--- config.mk ---
export PLATFORM = sky130hd
export DESIGN_NAME = pmc_crc_debug_port
export DESIGN_NICKNAME = d
export VERILOG_FILES = /design/src/pmc_pkg.sv /design/src/pmc_crc_engine.sv /design/src/pmc_crc_debug_port.sv
export SDC_FILE = /design/constraint.sdc
export NUM_CORES = 1
export LEC_CHECK = 0
export ABC_AREA = 0
export BUFFER_PORTS_ARGS = -buffer_cell sky130_fd_sc_hd__clkbuf_2
export CAP_MARGIN = 20
export CORE_MARGIN = 4
export CORE_UTILIZATION = 63
export CTS_CLUSTER_SIZE = 8
export DETAILED_ROUTE_END_ITERATION = 16
export HOLD_SLACK_MARGIN = 0.12
export PLACE_DENSITY = 0.81
export SYNTH_ARGS = -nofsm -noshare
export SYNTH_HDL_FRONTEND = slang
export SYNTH_SLANG_ARGS = --single-unit
--- constraint.sdc ---
create_clock -name i_ref_clk -period 3.45 [get_ports i_ref_clk]
set_input_delay 0.1725 -clock i_ref_clk [delete_from_list [all_inputs] [get_ports i_ref_clk]]
set_output_delay 0.1725 -clock i_ref_clk [all_outputs]
set_load 0.02 [all_outputs]
--- src/pmc_pkg.sv ---
// constants and carrier types shared by the program memory checksum port
// assumes one 200 MHz reference clock drives every flip-flop of the block
package pmc_pkg;

    // debug link register addresses, reset and unmapped read values, one byte each
    localparam logic [7:0] ADDR_HALT_CTL = 8'h02;
    localparam logic [7:0] ADDR_CKSUM0 = 8'ha9;
    localparam logic [7:0] ADDR_CKSUM1 = 8'haa;
    localparam logic [7:0] ADDR_CKSUM2 = 8'hab;
    localparam logic [7:0] ADDR_CKSUM3 = 8'hac;
    localparam logic [7:0] BYTE_RESET = 8'h00;
    localparam logic [7:0] UNMAPPED_READ = 8'h00;

    // checksum address space
    localparam logic [7:0] BLOCK_LOW_FIRST = 8'h00;
    localparam logic [7:0] BLOCK_LOW_LAST = 8'hff;
    localparam logic [15:0] MEM_START = 16'h0000;
    localparam int BLOCK_BYTES = 256;
    localparam int MEM_BYTES_DEF = 8192;

    // polynomials and seeds, arbitrary plain defaults
    localparam logic [31:0] POLY16_DEF = 32'h0000_1021;
    localparam logic [31:0] POLY32_DEF = 32'h04c1_1db7;
    localparam logic [31:0] INIT16_DEF = 32'h0000_0000;
    localparam logic [31:0] INIT32_DEF = 32'hffff_ffff;

    // link timing, times in ns and derived cycle counts
    localparam int CLK_PERIOD_NS = 5;
    localparam int LINK_IDLE_NS = 200;
    localparam int LINK_IDLE_CYC = (LINK_IDLE_NS + CLK_PERIOD_NS - 1) / CLK_PERIOD_NS;
    localparam int PIN_RESET_NS = 20000;
    localparam int PIN_RESET_CYC = (PIN_RESET_NS + CLK_PERIOD_NS - 1) / CLK_PERIOD_NS;

    // frame layout: write flag, eight address bits, eight data bits
    localparam int FRAME_BITS = 17;
    localparam int ADDR_BITS_END = 8;

    typedef struct packed {
        logic wr;
        logic [7:0] addr;
        logic [7:0] data;
    } pmc_req_type;

    typedef struct packed {
        logic start_block;
        logic start_full;
        logic [7:0] page;
    } pmc_cmd_type;

    typedef enum logic [2:0] {
        ENG_IDLE = 3'b001,
        ENG_RUN = 3'b010,
        ENG_DRAIN = 3'b100
    } pmc_eng_state_type;

endpackage : pmc_pkg

--- src/pmc_crc_engine.sv ---
// checksum engine walking program memory one byte per clock
// assumes a memory with one cycle read latency on the same clock
`timescale 1ns/1ps
module pmc_crc_engine #(
    parameter int MEM_BYTES = pmc_pkg::MEM_BYTES_DEF,
    parameter logic [31:0] POLY16 = pmc_pkg::POLY16_DEF,
    parameter logic [31:0] POLY32 = pmc_pkg::POLY32_DEF,
    parameter logic [31:0] INIT16 = pmc_pkg::INIT16_DEF,
    parameter logic [31:0] INIT32 = pmc_pkg::INIT32_DEF
) (
    input wire logic i_ref_clk,
    input wire logic i_reset_n,
    input wire pmc_pkg::pmc_cmd_type i_cmd,
    input wire logic [7:0] i_mem_data,
    output logic [15:0] o_mem_addr,
    output logic o_mem_rd,
    output logic o_busy,
    output logic o_done,
    output logic o_wide,
    output logic [31:0] o_result
);
    localparam logic [15:0] MEM_LAST = 16'(MEM_BYTES - 1);

    pmc_pkg::pmc_eng_state_type state_ff;
    logic [15:0] last_ff;
    logic vld_ff;
    logic [16:0] rd_cnt_ff;

    // msb-first bit serial update, eight bits per call
    function automatic logic [31:0] crc_byte(input logic [31:0] c, input logic [7:0] d,
                                             input logic wide, input logic [31:0] poly);
        logic [31:0] r;
        logic fb;
        r = c;
        for (int i = 7; i >= 0; i--) begin
            fb = (wide ? r[31] : r[15]) ^ d[i];
            r = {r[30:0], 1'b0} ^ (fb ? poly : 32'h0000_0000);
            if (!wide) begin
                r[31:16] = 16'h0000;
            end
        end
        return r;
    endfunction : crc_byte

    // sequencer: address walk and done pulse
    always_ff @(posedge i_ref_clk or negedge i_reset_n) begin
        if (!i_reset_n) begin
            state_ff <= pmc_pkg::ENG_IDLE;
            o_mem_addr <= pmc_pkg::MEM_START;
            last_ff <= pmc_pkg::MEM_START;
            o_mem_rd <= 1'b0;
            o_wide <= 1'b0;
            o_done <= 1'b0;
        end else begin
            o_done <= 1'b0;
            unique case (state_ff)
                pmc_pkg::ENG_IDLE: begin
                    if (i_cmd.start_block) begin
                        o_mem_addr <= {i_cmd.page, pmc_pkg::BLOCK_LOW_FIRST};
                        last_ff <= {i_cmd.page, pmc_pkg::BLOCK_LOW_LAST};
                        o_wide <= 1'b0;
                        o_mem_rd <= 1'b1;
                        state_ff <= pmc_pkg::ENG_RUN;
                    end else if (i_cmd.start_full) begin
                        o_mem_addr <= pmc_pkg::MEM_START;
                        last_ff <= MEM_LAST;
                        o_wide <= 1'b1;
                        o_mem_rd <= 1'b1;
                        state_ff <= pmc_pkg::ENG_RUN;
                    end
                end
                pmc_pkg::ENG_RUN: begin
                    if (o_mem_addr == last_ff) begin
                        o_mem_rd <= 1'b0;
                        state_ff <= pmc_pkg::ENG_DRAIN;
                    end else begin
                        o_mem_addr <= o_mem_addr + 16'h0001;
                    end
                end
                pmc_pkg::ENG_DRAIN: begin
                    o_done <= 1'b1;
                    state_ff <= pmc_pkg::ENG_IDLE;
                end
            endcase
        end
    end

    // accumulator folds each byte the cycle after its read
    always_ff @(posedge i_ref_clk or negedge i_reset_n) begin
        if (!i_reset_n) begin
            vld_ff <= 1'b0;
            o_result <= 32'h0000_0000;
        end else begin
            vld_ff <= o_mem_rd;
            if (state_ff == pmc_pkg::ENG_IDLE && i_cmd.start_block) begin
                o_result <= INIT16;
            end else if (state_ff == pmc_pkg::ENG_IDLE && i_cmd.start_full) begin
                o_result <= INIT32;
            end else if (vld_ff) begin
                o_result <= crc_byte(o_result, i_mem_data, o_wide, o_wide ? POLY32 : POLY16);
            end
        end
    end

    assign o_busy = (state_ff != pmc_pkg::ENG_IDLE);

    // helper count of reads issued per run
    always_ff @(posedge i_ref_clk or negedge i_reset_n) begin
        if (!i_reset_n) begin
            rd_cnt_ff <= 17'h0_0000;
        end else if (state_ff == pmc_pkg::ENG_IDLE) begin
            rd_cnt_ff <= 17'h0_0000;
        end else if (o_mem_rd) begin
            rd_cnt_ff <= rd_cnt_ff + 17'h0_0001;
        end
    end

    a_block_length: assert property (
        @(posedge i_ref_clk) disable iff (!i_reset_n)
        (state_ff == pmc_pkg::ENG_DRAIN && !o_wide) |-> rd_cnt_ff == 17'(pmc_pkg::BLOCK_BYTES))
        else $error("block checksum did not read exactly one block");
    a_block_start_addr: assert property (
        @(posedge i_ref_clk) disable iff (!i_reset_n)
        (state_ff == pmc_pkg::ENG_IDLE && i_cmd.start_block)
        |=> o_mem_addr == {$past(i_cmd.page), pmc_pkg::BLOCK_LOW_FIRST} && o_mem_rd)
        else $error("block checksum start address wrong");
    a_full_start_addr: assert property (
        @(posedge i_ref_clk) disable iff (!i_reset_n)
        (state_ff == pmc_pkg::ENG_IDLE && i_cmd.start_full && !i_cmd.start_block)
        |=> o_mem_addr == pmc_pkg::MEM_START && o_wide && o_mem_rd)
        else $error("full checksum start address wrong");
    // whole-memory length judged from the read counter, the run is too long for a delay range
    a_full_length: assert property (
        @(posedge i_ref_clk) disable iff (!i_reset_n)
        (state_ff == pmc_pkg::ENG_DRAIN && o_wide) |-> rd_cnt_ff == 17'(MEM_BYTES))
        else $error("full checksum did not read the whole memory");

endmodule : pmc_crc_engine

--- src/pmc_crc_debug_port.sv ---
// debug link slave with the four checksum registers and the halt control
// assumes link pins are asynchronous; memory and core run on i_ref_clk
`timescale 1ns/1ps

module pmc_crc_debug_port #(
    parameter int MEM_BYTES = pmc_pkg::MEM_BYTES_DEF,
    parameter int PIN_RESET_CYC = pmc_pkg::PIN_RESET_CYC
) (
    input wire logic i_ref_clk,
    input wire logic i_reset_n,
    input wire logic i_debug_link_clock_pin,
    input wire logic i_debug_link_data_pin,
    output logic o_debug_link_data_pin_out,
    output logic o_debug_link_data_pin_oe,
    output logic o_core_stall,
    output logic o_user_pin_en,
    output logic o_pin_reset_req,
    output logic [15:0] o_mem_addr,
    output logic o_mem_rd,
    input wire logic [7:0] i_mem_data,
    output logic o_cksum_busy
);
    localparam logic [7:0] IDLE_LIM = 8'(pmc_pkg::LINK_IDLE_CYC);
    localparam logic [4:0] FRAME_LAST = 5'(pmc_pkg::FRAME_BITS - 1);
    localparam logic [4:0] FRAME_END = 5'(pmc_pkg::FRAME_BITS);
    localparam logic [4:0] ADDR_LAST = 5'(pmc_pkg::ADDR_BITS_END);
    localparam logic [15:0] RST_LIM = 16'(PIN_RESET_CYC);

    logic ck_s1_ff, ck_s2_ff, ck_d_ff, dt_s1_ff, dt_s2_ff;
    logic [7:0] idle_cnt_ff;
    logic [4:0] bit_cnt_ff;
    logic [15:0] shift_ff;
    logic [7:0] rd_shift_ff;
    logic rd_active_ff;
    logic [7:0] halt_val_ff;
    logic [7:0] cks_ff [4];
    logic [15:0] low_cnt_ff;
    logic rise, fall, idle, wr_commit, rd_start, eng_busy, eng_done, eng_wide;
    logic [7:0] rd_addr;
    logic [31:0] eng_result;
    pmc_pkg::pmc_req_type req;
    pmc_pkg::pmc_cmd_type cmd;

    function automatic logic [7:0] reg_read(input logic [7:0] a, input logic [7:0] hv,
                                            input logic [31:0] c);
        case (a)
            pmc_pkg::ADDR_HALT_CTL: return hv;
            pmc_pkg::ADDR_CKSUM0: return c[7:0];
            pmc_pkg::ADDR_CKSUM1: return c[15:8];
            pmc_pkg::ADDR_CKSUM2: return c[23:16];
            pmc_pkg::ADDR_CKSUM3: return c[31:24];
            default: return pmc_pkg::UNMAPPED_READ;
        endcase
    endfunction : reg_read

    // two-stage synchronisers; only stage two feeds logic
    always_ff @(posedge i_ref_clk or negedge i_reset_n) begin
        if (!i_reset_n) begin
            ck_s1_ff <= 1'b1;
            ck_s2_ff <= 1'b1;
            ck_d_ff <= 1'b1;
            dt_s1_ff <= 1'b0;
            dt_s2_ff <= 1'b0;
        end else begin
            ck_s1_ff <= i_debug_link_clock_pin;
            ck_s2_ff <= ck_s1_ff;
            ck_d_ff <= ck_s2_ff;
            dt_s1_ff <= i_debug_link_data_pin;
            dt_s2_ff <= dt_s1_ff;
        end
    end

    assign rise = ck_s2_ff & ~ck_d_ff;
    assign fall = ~ck_s2_ff & ck_d_ff;
    assign idle = (idle_cnt_ff == IDLE_LIM);

    // clock held high this long ends a frame, so a lost bit cannot wedge the link
    always_ff @(posedge i_ref_clk or negedge i_reset_n) begin
        if (!i_reset_n) begin
            idle_cnt_ff <= IDLE_LIM;
        end else if (!ck_s2_ff || rise) begin
            idle_cnt_ff <= 8'h00;
        end else if (!idle) begin
            idle_cnt_ff <= idle_cnt_ff + 8'h01;
        end
    end

    // frame shifter sampling on link clock rises
    always_ff @(posedge i_ref_clk or negedge i_reset_n) begin
        if (!i_reset_n) begin
            bit_cnt_ff <= 5'h00;
            shift_ff <= 16'h0000;
        end else if (idle) begin
            bit_cnt_ff <= 5'h00;
        end else if (rise && bit_cnt_ff != FRAME_END) begin
            shift_ff <= {shift_ff[14:0], dt_s2_ff};
            bit_cnt_ff <= bit_cnt_ff + 5'h01;
        end
    end

    assign req = {shift_ff, dt_s2_ff};
    assign wr_commit = rise && bit_cnt_ff == FRAME_LAST && req.wr;
    assign rd_addr = {shift_ff[6:0], dt_s2_ff};
    // data pin is only driven once halted
    assign rd_start = rise && bit_cnt_ff == ADDR_LAST && !shift_ff[7] && o_core_stall;

    // read answer: one bit per falling edge, host samples on the rise
    always_ff @(posedge i_ref_clk or negedge i_reset_n) begin
        if (!i_reset_n) begin
            rd_shift_ff <= 8'h00;
            rd_active_ff <= 1'b0;
            o_debug_link_data_pin_out <= 1'b0;
            o_debug_link_data_pin_oe <= 1'b0;
        end else if (idle) begin
            rd_active_ff <= 1'b0;
            o_debug_link_data_pin_oe <= 1'b0;
        end else if (rd_start) begin
            rd_shift_ff <= reg_read(rd_addr, halt_val_ff,
                                    {cks_ff[3], cks_ff[2], cks_ff[1], cks_ff[0]});
            rd_active_ff <= 1'b1;
        end else if (fall && rd_active_ff) begin
            if (bit_cnt_ff != FRAME_END) begin
                o_debug_link_data_pin_out <= rd_shift_ff[7];
                rd_shift_ff <= {rd_shift_ff[6:0], 1'b0};
                o_debug_link_data_pin_oe <= 1'b1;
            end else begin
                rd_active_ff <= 1'b0;
                o_debug_link_data_pin_oe <= 1'b0;
            end
        end
    end

    // halted state stalls the core until reset
    always_ff @(posedge i_ref_clk or negedge i_reset_n) begin
        if (!i_reset_n) begin
            o_core_stall <= 1'b0;
            o_user_pin_en <= 1'b1;
            halt_val_ff <= pmc_pkg::BYTE_RESET;
        end else if (wr_commit && req.addr == pmc_pkg::ADDR_HALT_CTL) begin
            o_core_stall <= 1'b1;
            o_user_pin_en <= 1'b0;
            halt_val_ff <= req.data;
        end
    end

    // clock pin acts as reset input when not halted
    always_ff @(posedge i_ref_clk or negedge i_reset_n) begin
        if (!i_reset_n) begin
            low_cnt_ff <= 16'h0000;
            o_pin_reset_req <= 1'b0;
        end else if (ck_s2_ff || o_core_stall) begin
            low_cnt_ff <= 16'h0000;
            o_pin_reset_req <= 1'b0;
        end else if (low_cnt_ff != RST_LIM) begin
            low_cnt_ff <= low_cnt_ff + 16'h0001;
        end else begin
            o_pin_reset_req <= 1'b1;
        end
    end

    // checksum register writes during a run or its done cycle are dropped to keep the result intact
    // block and full start commands
    always_comb begin
        cmd.page = req.data;
        cmd.start_block = wr_commit && o_core_stall && !eng_busy && !eng_done
                          && req.addr == pmc_pkg::ADDR_CKSUM0;
        cmd.start_full = wr_commit && o_core_stall && !eng_busy && !eng_done
                         && req.addr == pmc_pkg::ADDR_CKSUM1;
    end

    // checksum byte registers
    always_ff @(posedge i_ref_clk or negedge i_reset_n) begin
        if (!i_reset_n) begin
            for (int i = 0; i < 4; i++) begin
                cks_ff[i] <= pmc_pkg::BYTE_RESET;
            end
        end else if (eng_done) begin
            cks_ff[0] <= eng_result[7:0];
            cks_ff[1] <= eng_result[15:8];
            if (eng_wide) begin
                cks_ff[2] <= eng_result[23:16];
                cks_ff[3] <= eng_result[31:24];
            end
        end else if (wr_commit && o_core_stall && !eng_busy) begin
            for (int i = 0; i < 4; i++) begin
                if (req.addr == pmc_pkg::ADDR_CKSUM0 + 8'(i)) begin
                    cks_ff[i] <= req.data;
                end
            end
        end
    end

    always_ff @(posedge i_ref_clk or negedge i_reset_n) begin
        if (!i_reset_n) begin
            o_cksum_busy <= 1'b0;
        end else begin
            o_cksum_busy <= eng_busy || cmd.start_block || cmd.start_full;
        end
    end

    pmc_crc_engine #(
        .MEM_BYTES(MEM_BYTES)
    ) u_engine (
        .i_ref_clk(i_ref_clk),
        .i_reset_n(i_reset_n),
        .i_cmd(cmd),
        .i_mem_data(i_mem_data),
        .o_mem_addr(o_mem_addr),
        .o_mem_rd(o_mem_rd),
        .o_busy(eng_busy),
        .o_done(eng_done),
        .o_wide(eng_wide),
        .o_result(eng_result)
    );

    a_block_result: assert property (
        @(posedge i_ref_clk) disable iff (!i_reset_n)
        (eng_done && !eng_wide) |=> cks_ff[1] == $past(eng_result[15:8])
        && cks_ff[0] == $past(eng_result[7:0]) && $stable(cks_ff[3]) && $stable(cks_ff[2]))
        else $error("block result not placed in bytes one and zero");
    a_full_result: assert property (
        @(posedge i_ref_clk) disable iff (!i_reset_n)
        (eng_done && eng_wide) |=> {cks_ff[3], cks_ff[2], cks_ff[1], cks_ff[0]}
        == $past(eng_result))
        else $error("full result not placed across four bytes");
    a_halt_sticky: assert property (
        @(posedge i_ref_clk) disable iff (!i_reset_n)
        o_core_stall |=> o_core_stall && !o_user_pin_en)
        else $error("halt state left without reset");
    a_pin_borrow: assert property (
        @(posedge i_ref_clk) disable iff (!i_reset_n)
        o_debug_link_data_pin_oe |-> o_core_stall)
        else $error("data pin driven while not halted");
    a_reset_pin: assert property (
        @(posedge i_ref_clk) disable iff (!i_reset_n)
        $rose(o_pin_reset_req) |-> !o_core_stall && !$past(ck_s2_ff, 2))
        else $error("pin reset raised while halted or pin high");
    a_halt_entry: assert property (
        @(posedge i_ref_clk) disable iff (!i_reset_n)
        (wr_commit && req.addr == pmc_pkg::ADDR_HALT_CTL) |=> o_core_stall
        && halt_val_ff == $past(req.data))
        else $error("halt control write did not halt");
    a_block_start: assert property (
        @(posedge i_ref_clk) disable iff (!i_reset_n)
        cmd.start_block |=> o_cksum_busy ##[255:300] eng_done)
        else $error("block checksum did not finish in time");

    c_block_done: cover property (@(posedge i_ref_clk) disable iff (!i_reset_n)
        eng_done && !eng_wide);
    c_full_done: cover property (@(posedge i_ref_clk) disable iff (!i_reset_n)
        eng_done && eng_wide);
    c_read_frame: cover property (@(posedge i_ref_clk) disable iff (!i_reset_n)
        rd_start ##[1:200] o_debug_link_data_pin_oe);
    c_halt: cover property (@(posedge i_ref_clk) disable iff (!i_reset_n)
        $rose(o_core_stall));

endmodule : pmc_crc_debug_port

==> metrics.txt, run 1 <==
Via density=6.13; crit-path cells=nor2b_1 > nand3_1 > nor4_2 > and2_1 > a21oi_1 > o21ai_0 > o21ai_0; Die H=130 um; Num CTS Buffers=17; Pleak=4.26 nW; Fin. Hold Viols=0; Layout area overhead=9.86%; Post-synth top cells=dfrtp_1 (162), nand2_1 (88), nor2_1 (85), o21ai_0 (69), xnor2_1 (63); synthesized area=9380 um2; Seq/Total Area, Yosys=45.2%; Max VDD drop=391 uV; worst setup margin=0.690 ns; post-route ant nets=0; GR Overflow Total=0; Yosys reg bits=169; initial core utilization=64.5%; GRT Resource Usage Total=27.5%; syn nets=958; metal3 WL=1.30 mm; M1 WL=9.71 mm; H-Tree Depth=4; DR top layer=met4; WP data arrival=3.03 ns; final non-filler cell total=1154; CP Buf/Inv Count=0; die width=130 um; Post-Synthesis Cells=938; PD cells=486 nW/um2; DR WL/cell=19.0 um; vias in the first global route=6958; Placed Area=9690 um2; top-count cell post-synth=dfrtp_1; HP Class=in -> async; critical path required time=3.72 ns; clock sink count=169; EDFF count, synth=0; NumNets Final=977; RSZ-0062 raised after global routing=no; layout cell share with drive strength beyond 1=15.9%; relative slew slack=39.7%; max frequency=362 MHz; # placed instances=1119; Die ar.=16900 um2; syn avg cell area=10.0 um2; most used cell, CP=o21ai_0; Synth top area share=43.2%; diode count=0; post-synth top area cell=dfrtp_1; Top Family by Delay on Critical Path=simple AND/OR/NAND/NOR gates; maxcap violations=0; Final setup viols=0; CP Max Fanout=13; Critical Path Max Stage Delay=0.56 ns; Port Buffer Count=34; Slowest cell on crit path=dfstp_2; Slew Viols, Final=0; CP Launch Type=register; clk_lat worst skew=0.43 ns; worst slew pin tran=0.905 ns; Final Util=70.9%; initial antenna violation count=0; First-pass DRT Iterations=8; drt drc=0; worst-case clock buffer depth=2; CTS tree=yes; Clock Tree Root=clkbuf_16; via count=7079; gpl congestion=0.930; fraction of registers with async set or reset after synthesis=100%; row count=44; total negative slack=0 ns; initial drt markers=676; Synth cell types=73; post-cts resize count=0; largest net degree at the start of global routing=75; post-route minimum period=2.76 ns; met2 WL=10.2 mm; status=finished clean; top post-synthesis cells by area=dfrtp_1 (43%), xnor2_1 (5.9%), xor2_1 (4.6%); final critical-path share of the clock period=80.0%; Setup Crit Path Kind=reg -> reg; top_reg_cell synth=dfrtp_1; Placeable Area=14500 um2; final wirelength=21.9 mm; Synthesis Warnings=0; first-pass GRT wire length=36.2 mm; CP Capture Type=register; I/O pins=35; register clock-pin slew on the reported worst setup and hold paths=0.06 ns; Place WS=0.764 ns; dpl hpwl=15.2 mm; Worst Skew=0.0112 ns; fin area=10300 um2
[cell type report]
type                            instances  area (um2)
Clock buffer                           25         495
Clock inverter                          7        91.3
Fill cell                            1098        4230
Inverter                               14        53.8
Multi-Input combinational cell        702        4840
Sequential cell                       169        4240
Tap cell                              184         230
Timing Repair Buffer                   53         352
[metal layers]
layer  vias up  GRT usage [%]
li1       3294              -
met1      3481           38.1
met2       256           42.6
met3        48           5.89
met4         0           10.9
met5         -              0
[repair_timing]
| item | CTS | global route |
|---|---|---|
| endpoints found under the hold margin | 71 | 0 |
| hold buffers | 3 | 0 |
| buffers inserted | 0 | 0 |
[flip-flops by register name, summed over array words and instances (netlist names), 3 cells and up]
| signal | cells |
|---|---|
| halt_val_ff | 8 |
| u_engine.o_mem_addr | 16 |
| low_cnt_ff | 16 |
| rd_shift_ff | 8 |
| u_engine.last_ff | 9 |
| idle_cnt_ff | 8 |
| shift_ff | 16 |
| u_engine.state_ff | 3 |
| cks_ff | 32 |
| bit_cnt_ff | 5 |
| u_engine.o_result | 32 |
[power breakdown]
group	internal [W]	leakage (nW)	switching, W	total [W]
registers	0.00210	2.05	0.000211	0.00232
clock network	0.00114	0.288	0.000767	0.00191
logic	0.000356	1.93	0.000423	0.000779
total	0.00360	4.26	0.00140	0.00501
[layout by cell type, fill, tap and decap left out, drive strengths merged, types with 8 or more instances in the layout]
master	netlist	final
a22oi	8	8
ha	8	8
clkbuf	39	58
nand2	90	90
inv	12	13
nor2b	16	16
nor4	8	8
xnor2	70	70
nand3	36	36
mux2	34	34
mux2i	36	36
buf	14	17
nor2	86	86
xor2	55	55
nand4	9	9
o21ai	70	70
a221oi	14	14
nor3	12	12
a31oi	14	14
dfrtp	162	162
a21oi	57	57
[final timing paths]
path | start | end | slack [ns] | depth (start not counted)
setup / recovery | ck_s2_ff | u_engine.o_mem_addr[9] | 0.69 | 7
hold / removal | i_reset_n | idle_cnt_ff[4] | 0.32 | 2
setup reg to reg | ck_s2_ff | u_engine.o_mem_addr[9] | 0.69 | 7
hold reg to reg | dt_s1_ff | dt_s2_ff | 0.37 | 0
max in group asynchronous | i_reset_n | ck_s2_ff | 2.20 | 3
min in group i_ref_clk | dt_s1_ff | dt_s2_ff | 0.37 | 0
[logic make-up (layout without fill, tap and decap cells)]
| family | Yosys count | count (layout) | share of synthesized area (%) |
|---|---|---|---|
| flip-flops | 169 | 169 | 45.2 |
| adder cells (fa/ha/maj) | 8 | 8 | 1.07 |
| buffers and inverters | 67 | 99 | 3.19 |
| AO/OA/AOI/OAI | 191 | 191 | 12.2 |
| multiplexers | 70 | 70 | 8.36 |
| XOR/XNOR | 129 | 129 | 14.2 |
| AND/OR/NAND/NOR | 304 | 304 | 15.8 |
[through the flow]
step / hold slack [ns] / total power [W]
after floorplan: -0.123 / 0.00286
after global placement: 0.229 / 0.00309
after detailed placement: 0.229 / 0.00311
after CTS: 0.351 / 0.00502
after global routing: 0.377 / 0.00523
final: 0.315 / 0.00501
Power figures use the tool's default switching activity.
==> run 2, diff against run 1 <==
--- a/config.mk
+++ b/config.mk
@@ -5,15 +5,15 @@
 export SDC_FILE = /design/constraint.sdc
 export NUM_CORES = 1
 export LEC_CHECK = 0
-export ABC_AREA = 0
+export ABC_AREA = 1
 export BUFFER_PORTS_ARGS = -buffer_cell sky130_fd_sc_hd__clkbuf_2
 export CAP_MARGIN = 20
 export CORE_MARGIN = 4
-export CORE_UTILIZATION = 63
+export CORE_UTILIZATION = 57
 export CTS_CLUSTER_SIZE = 8
 export DETAILED_ROUTE_END_ITERATION = 16
 export HOLD_SLACK_MARGIN = 0.12
-export PLACE_DENSITY = 0.81
+export PLACE_DENSITY = 0.77
 export SYNTH_ARGS = -nofsm -noshare
 export SYNTH_HDL_FRONTEND = slang
 export SYNTH_SLANG_ARGS = --single-unit
==> constraint.sdc (replaced) <==
create_clock -name i_ref_clk -period 2.4 [get_ports i_ref_clk]
set_input_delay 0.12 -clock i_ref_clk [delete_from_list [all_inputs] [get_ports i_ref_clk]]
set_output_delay 0.12 -clock i_ref_clk [all_outputs]
set_load 0.02 [all_outputs]
==> run 2 against run 1 <==
The run now ends with negative setup slack left. Sequential share of layout area down 5.8 points. Sequential power is 31% higher. Sequential cell count did not move. Critical path type unchanged. Largest cell class unchanged.
==> metrics.txt, run 2 <==
status=finished with violations; failing checks=negative setup slack; worst slew pin tran=0.548 ns; row count=47; relative slew slack=63.3%; I/O pins=35; vias in the first global route=8963; GRT Resource Usage Total=28.8%; syn avg cell area=7.49 um2; First-pass DRT Iterations=6; via count=9600; Via density=5.82; Placeable Area=16600 um2; gpl congestion=0.974; clock sink count=169; initial drt markers=1006; worst-case clock buffer depth=2; Final setup viols=2; GR Overflow Total=0; final critical-path share of the clock period=101%; Slowest cell on crit path=dfrtp_2; FF-to-FF path depth=21; Critical Path Max Stage Delay=0.44 ns; most used cell, CP=nand2_2; top post-synthesis cells by area=dfrtp_1 (42%), nand2_1 (15%), inv_1 (6.2%); PD cells=546 nW/um2; maxcap violations=0; clk_lat worst skew=0.44 ns; Setup Crit Path Kind=reg -> reg; Post-Synthesis Cells=1295; EDFF count, synth=0; top-count cell post-synth=nand2_1; Place WS=-0.0812 ns; largest net degree at the start of global routing=59; source of the worst register-to-register timing path=u_engine.o_wide; Max VDD drop=504 uV; Die ar.=19200 um2; Fill cells=1270; synthesized area=9700 um2; die width=138 um; HP Class=in -> async; R2R Path End=u_engine.o_result[23]; initial antenna violation count=0; register clock-pin slew on the reported worst setup and hold paths=0.07 ns; Port Buffer Count=34; critical path required time=2.72 ns; post-route ant nets=0; commonest non-fill, non-tap cells in the layout=nand2_1 (333), dfrtp_1 (160), inv_1 (159), o21ai_0 (109), buf_4 (76); Final Util=72.0%; Synth cell types=52; Layout area overhead=23.5%; Num CTS Buffers=17; first-pass GRT wire length=45.3 mm; Slew Viols, Final=0; Yosys reg bits=169; top_reg_cell synth=dfrtp_1; initial core utilization=58.3%; Fin. Hold Viols=0; Die H=138 um; diode count=0; WP data arrival=2.74 ns; most common cell after layout, fill and taps aside=nand2_1; max frequency=414 MHz; reg-to-reg setup timing slack=-0.01 ns; Post-synth top cells=nand2_1 (375), dfrtp_1 (162), inv_1 (161), o21ai_0 (114), nand3_1 (91); Pleak=5.79 nW; final wirelength=29.1 mm; dpl hpwl=19.8 mm; CP Capture Type=register; RSZ-0062 raised after global routing=yes; Worst Skew=0.0126 ns; DR WL/cell=17.6 um; CP Launch Type=register; layout cell share with drive strength beyond 1=20.2%; CTS tree=yes; drt drc=0; Synthesis Warnings=0; syn nets=1315; NumNets Final=1436; Synth top area share=41.8%; biggest regs=cks_ff (32), u_engine.o_result (32); Clock Tree Root=clkbuf_16; post-synth top area cell=dfrtp_1; worst setup margin=-0.0143 ns; H-Tree Depth=4; crit-path cells=buf_12 > nand2_1 > nand2_2 > nand2_2 > nand2_2 > buf_6 > nand2_8 > inv_4 > nand2_2 > nand2_2 > nand2_2 > nand2_2 > nand2_2 > nand3_4 > buf_6 > nand3b_1 > nand2_1 > nand2_1 > nand3_1 > nand2_1 > nand2_1; fraction of registers with async set or reset after synthesis=100%; post-route minimum period=2.41 ns; Seq/Total Area, Yosys=43.7%; CP Max Fanout=8
## run 2: changes by cell type in the layout (fill, tap and decap cells not counted), moves of 15 or more
| cell | before | now |
|---|---|---|
| nand3_2 | 0 | 15 |
| nand2_1 | 88 | 333 |
| buf_4 | 14 | 76 |
| xor2_1 | 49 | 24 |
| nand2_2 | 2 | 41 |
| nor2_1 | 85 | 59 |
| xnor2_1 | 63 | 17 |
| nor2b_1 | 16 | 0 |
| inv_1 | 12 | 159 |
| nor3_1 | 11 | 29 |
| o21ai_0 | 69 | 109 |
| mux2_2 | 33 | 1 |
| nand3_1 | 36 | 74 |
| mux2i_1 | 32 | 0 |
## run 2: area by class of cell
class	instances	area, um2	area share [%]
tap	220	275	2.30
clock inverter	7	68.8	0.574
inverter	171	673	5.62
clock buffer	25	495	4.13
multi-input combinational	921	5090	42.4
timing repair buffer	135	1140	9.48
sequential	169	4240	35.4
timing repair inverter	1	8.76	0.0731
## run 2: critical path, delay by kind of cell, from the launching register on
| kind | cells | cell delay, ns |
|---|---|---|
| buf+inv | 4 | 0.51 |
| simple gates | 17 | 1.35 |
| flops | 1 | 0.44 |
## run 2: timing repair
item / 4_1_cts / 5_1_grt
pin swaps: 0 / 39
endpoints found under the hold margin: 58 / 0
hold buffers: 3 / 0
endpoints found under the setup margin: 11 / 48
gates cloned: 0 / 6
gates resized for setup: 4 / 134
setup buffers: 0 / 11
## run 2: where the power goes
group          switching (W)  internal (W)  leakage [nW]
clock                0.00116       0.00154         0.274
combinational       0.000523      0.000281          3.46
sequential          0.000101       0.00294          2.06
## run 2: logic make-up after synthesis
| logic type | count (synthesis) | share of synthesized area, % |
|---|---|---|
| multiplexers | 1 | 0.116 |
| AND/OR/NAND/NOR | 630 | 28.7 |
| AO/OA/AOI/OAI | 236 | 13.6 |
| adder cells (fa/ha/maj) | 8 | 1.03 |
| flip-flops | 169 | 43.7 |
| buffers and inverters | 206 | 8.72 |
| XOR/XNOR | 45 | 4.14 |
## run 2: worst max-delay path by stage
stage                         start                endpoint  slack [ns]  cells after the start
floorplan                  ck_s2_ff   u_engine.o_result[29]        0.23                     16
global placement      bit_cnt_ff[1]  u_engine.o_mem_addr[4]       -0.03                     13
detailed placement  u_engine.o_wide    u_engine.o_result[9]       -0.08                     17
CTS                   bit_cnt_ff[1]  u_engine.o_mem_addr[4]       -0.03                     13
global route        u_engine.o_wide   u_engine.o_result[23]       -0.19                     22
finish              u_engine.o_wide   u_engine.o_result[23]       -0.01                     21
## run 2: per-stage QoR
step / hold WS (ns) / total power, W / instance area, um2 / std cells / setup TNS, ns
global placement: 0.114 / 0.00377 / 10600 / 1597 / -0.0463
floorplan: -0.176 / 0.00351 / 9700 / 1295 / 0
global route: 0.267 / 0.00679 / 12000 / 1649 / -1.91
detailed placement: 0.115 / 0.00380 / 10600 / 1597 / -0.230
CTS: 0.227 / 0.00647 / 11300 / 1632 / -0.0316
finish: 0.200 / 0.00655 / 12000 / 1649 / -0.0226
## run 2: layer usage
metal / vias to the layer above / GRT usage (%) / share of wire [%]
li1: 4505 / - / -
met1: 4487 / 39.4 / 41
met2: 510 / 45.8 / 46
met3: 98 / 6.28 / 9.1
met4: 0 / 10.0 / 3.4
met5: - / 0 / 0
==> run 3, diff against run 2 <==
--- a/config.mk
+++ b/config.mk
@@ -14,6 +14,7 @@
 export DETAILED_ROUTE_END_ITERATION = 16
 export HOLD_SLACK_MARGIN = 0.12
 export PLACE_DENSITY = 0.77
+export RECOVER_POWER = 50
 export SYNTH_ARGS = -nofsm -noshare
 export SYNTH_HDL_FRONTEND = slang
 export SYNTH_SLANG_ARGS = --single-unit
==> run 3 against run 2 <==
Clock skew down 0.0015 ns. The flow still finishes with violations (negative setup slack). Utilization decreased by 0.19 points. Worst setup slack worse by 0.0066 ns. Sequential cell count unchanged. Die area did not move. Worst hold slack improved by 0.032 ns. Via count grew 0.29%. Clock-buffer cell count did not move.
==> metrics.txt, run 3 (same netlist as run 2, synthesis figures left out) <==
met3 Use GR=6.28%; most common cell after layout, fill and taps aside=nand2_1; most used cell, CP=nand2_2; Final Util=71.8%; R2R Path End=u_engine.o_result[23]; CP Buf/Inv Count=5; Hold EP=u_engine.o_result[0]; max frequency=413 MHz; GR Overflow Total=0; Slowest cell on crit path=dfrtp_2; final critical-path share of the clock period=101%; Die H=138 um; Stages on worst setup path=22; First-pass DRT Iterations=6; H-Tree Depth=4; GRT Resource Usage Total=28.8%; PD cells=548 nW/um2; register clock-pin slew on the reported worst setup and hold paths=0.07 ns; drt drc=0; initial drt markers=922; maxcap violations=0; diode count=0; commonest non-fill, non-tap cells in the layout=nand2_1 (333), dfrtp_1 (160), inv_1 (159), o21ai_0 (109); CP Max Fanout=8; layout cell share with drive strength beyond 1=19.0%; Fill cells=1272; met2 Use GR=45.8%; source of the worst register-to-register timing path=u_engine.o_wide; Hold Crit Depth=6; routing usage on met1=39.4%; Fin. Hold Viols=0; Critical Path Max Stage Delay=0.42 ns; crit-path cells=buf_12 > clkinv_8 > nand2_1 > nand2_2 > nand2_1 > nand2_2 > buf_6 > nand2_8 > inv_4 > nand2_2 > nand2_2 > nand2_2 > nand2_2 > nand2_2 > nand3_4 > buf_6 > nand3b_1 > nand2_1 > nand2_1 > nand3_1 > nand2_1 > nand2_1; die width=138 um; clock sink count=169; Clock Tree Root=clkbuf_16; Num CTS Buffers=17; WP data arrival=2.75 ns; post-route minimum period=2.42 ns; initial core utilization=58.3%; critical path required time=2.73 ns; FF-to-FF path depth=22; first-pass GRT wire length=45.3 mm; Pleak=5.73 nW; initial antenna violation count=0; vias in the first global route=8963; via count=9628; clk_lat worst skew=0.44 ns; reg-to-reg setup timing slack=-0.02 ns; Max VDD drop=507 uV; worst slew pin tran=1.44 ns; Hold Path Origin=i_mem_data[0]; DR WL/cell=17.7 um; Layout area overhead=23.2%; NumNets Final=1436; CP Capture Type=register; Setup Crit Path Kind=reg -> reg; worst-case clock buffer depth=2; final wirelength=29.1 mm; largest net degree at the start of global routing=59; gpl congestion=0.974; status=finished with violations; Worst Skew=0.0110 ns; dpl hpwl=19.8 mm; busiest layer in global routing=met2; RSZ-0062 raised after global routing=yes; Final setup viols=2; Top Family by Delay on Critical Path=simple AND/OR/NAND/NOR gates; relative slew slack=4.22%; post-route ant nets=0; worst setup margin=-0.0209 ns; CP Launch Type=register; CTS tree=yes; I/O pins=35; row count=47; Slew Viols, Final=0; Via density=5.84; Fin Hold WS=0.232 ns; failing checks=negative setup slack; HP Class=in -> reg; Port Buffer Count=34; Die ar.=19200 um2; biggest regs=cks_ff (32), u_engine.o_result (32); Placeable Area=16600 um2
## run 3: routing by layer
layer,share of wire [%],routed length [um]
met5,0,0
met4,3.4,989
met3,9.5,2770
met2,47,13600
met1,41,11800
## run 3: metrics by stage
stage	TNS [ns]	power, W	std cells	area [um2]	setup slack, ns
global route	-1.91	0.00679	1649	12000	-0.192
CTS	-0.0316	0.00647	1632	11300	-0.0316
finish	-0.0368	0.00655	1649	12000	-0.0209
floorplan	0	0.00351	1295	9700	0.231
global placement	-0.0463	0.00377	1597	10600	-0.0325
detailed placement	-0.230	0.00380	1597	10600	-0.0812
## run 3: worst register-to-register path, cell delays in order (launching register included)
cell	delay (ns)
dfrtp_2	0.42
buf_12	0.16
clkinv_8	0.07
nand2_1	0.08
nand2_2	0.06
nand2_1	0.09
nand2_2	0.08
buf_6	0.14
nand2_8	0.07
inv_4	0.04
nand2_2	0.07
nand2_2	0.07
nand2_2	0.09
nand2_2	0.07
nand2_2	0.08
nand3_4	0.14
buf_6	0.17
nand3b_1	0.09
nand2_1	0.06
nand2_1	0.06
nand3_1	0.07
nand2_1	0.09
nand2_1	0.05
## run 3: how the worst max path moves through the flow
stage                              to       startpoint
3_3_place_gp   u_engine.o_mem_addr[4]    bit_cnt_ff[1]
3_5_place_dp     u_engine.o_result[9]  u_engine.o_wide
4_1_cts        u_engine.o_mem_addr[4]    bit_cnt_ff[1]
6_report        u_engine.o_result[23]  u_engine.o_wide
2_1_floorplan   u_engine.o_result[29]         ck_s2_ff
5_1_grt         u_engine.o_result[23]  u_engine.o_wide
## run 3: area by class of cell
| class | instances | area [um2] | area share [%] |
|---|---|---|---|
| inverters | 171 | 673 | 5.63 |
| flip-flops and latches | 169 | 4240 | 35.5 |
| well taps | 220 | 275 | 2.30 |
| clock buffers | 25 | 495 | 4.14 |
| repair buffers | 135 | 1100 | 9.24 |
| clock inverters | 7 | 68.8 | 0.576 |
| repair inverters | 1 | 8.76 | 0.0733 |
| multi-input cells | 921 | 5090 | 42.6 |
## run 3: report_power, final
part	switching (W)	internal [W]
combinational	0.000522	0.000279
clock	0.00116	0.00154
sequential	0.000101	0.00294
total	0.00179	0.00476
## run 3: repair_timing
item                                   4_1_cts  5_1_grt
cloned                                       0        6
pin swaps                                    0       39
endpoints found under the hold margin       58        0
hold buffers                                 3        0
resized for setup                            4      134
buffers inserted                             0       11
setup endpoints to repair                   11       48
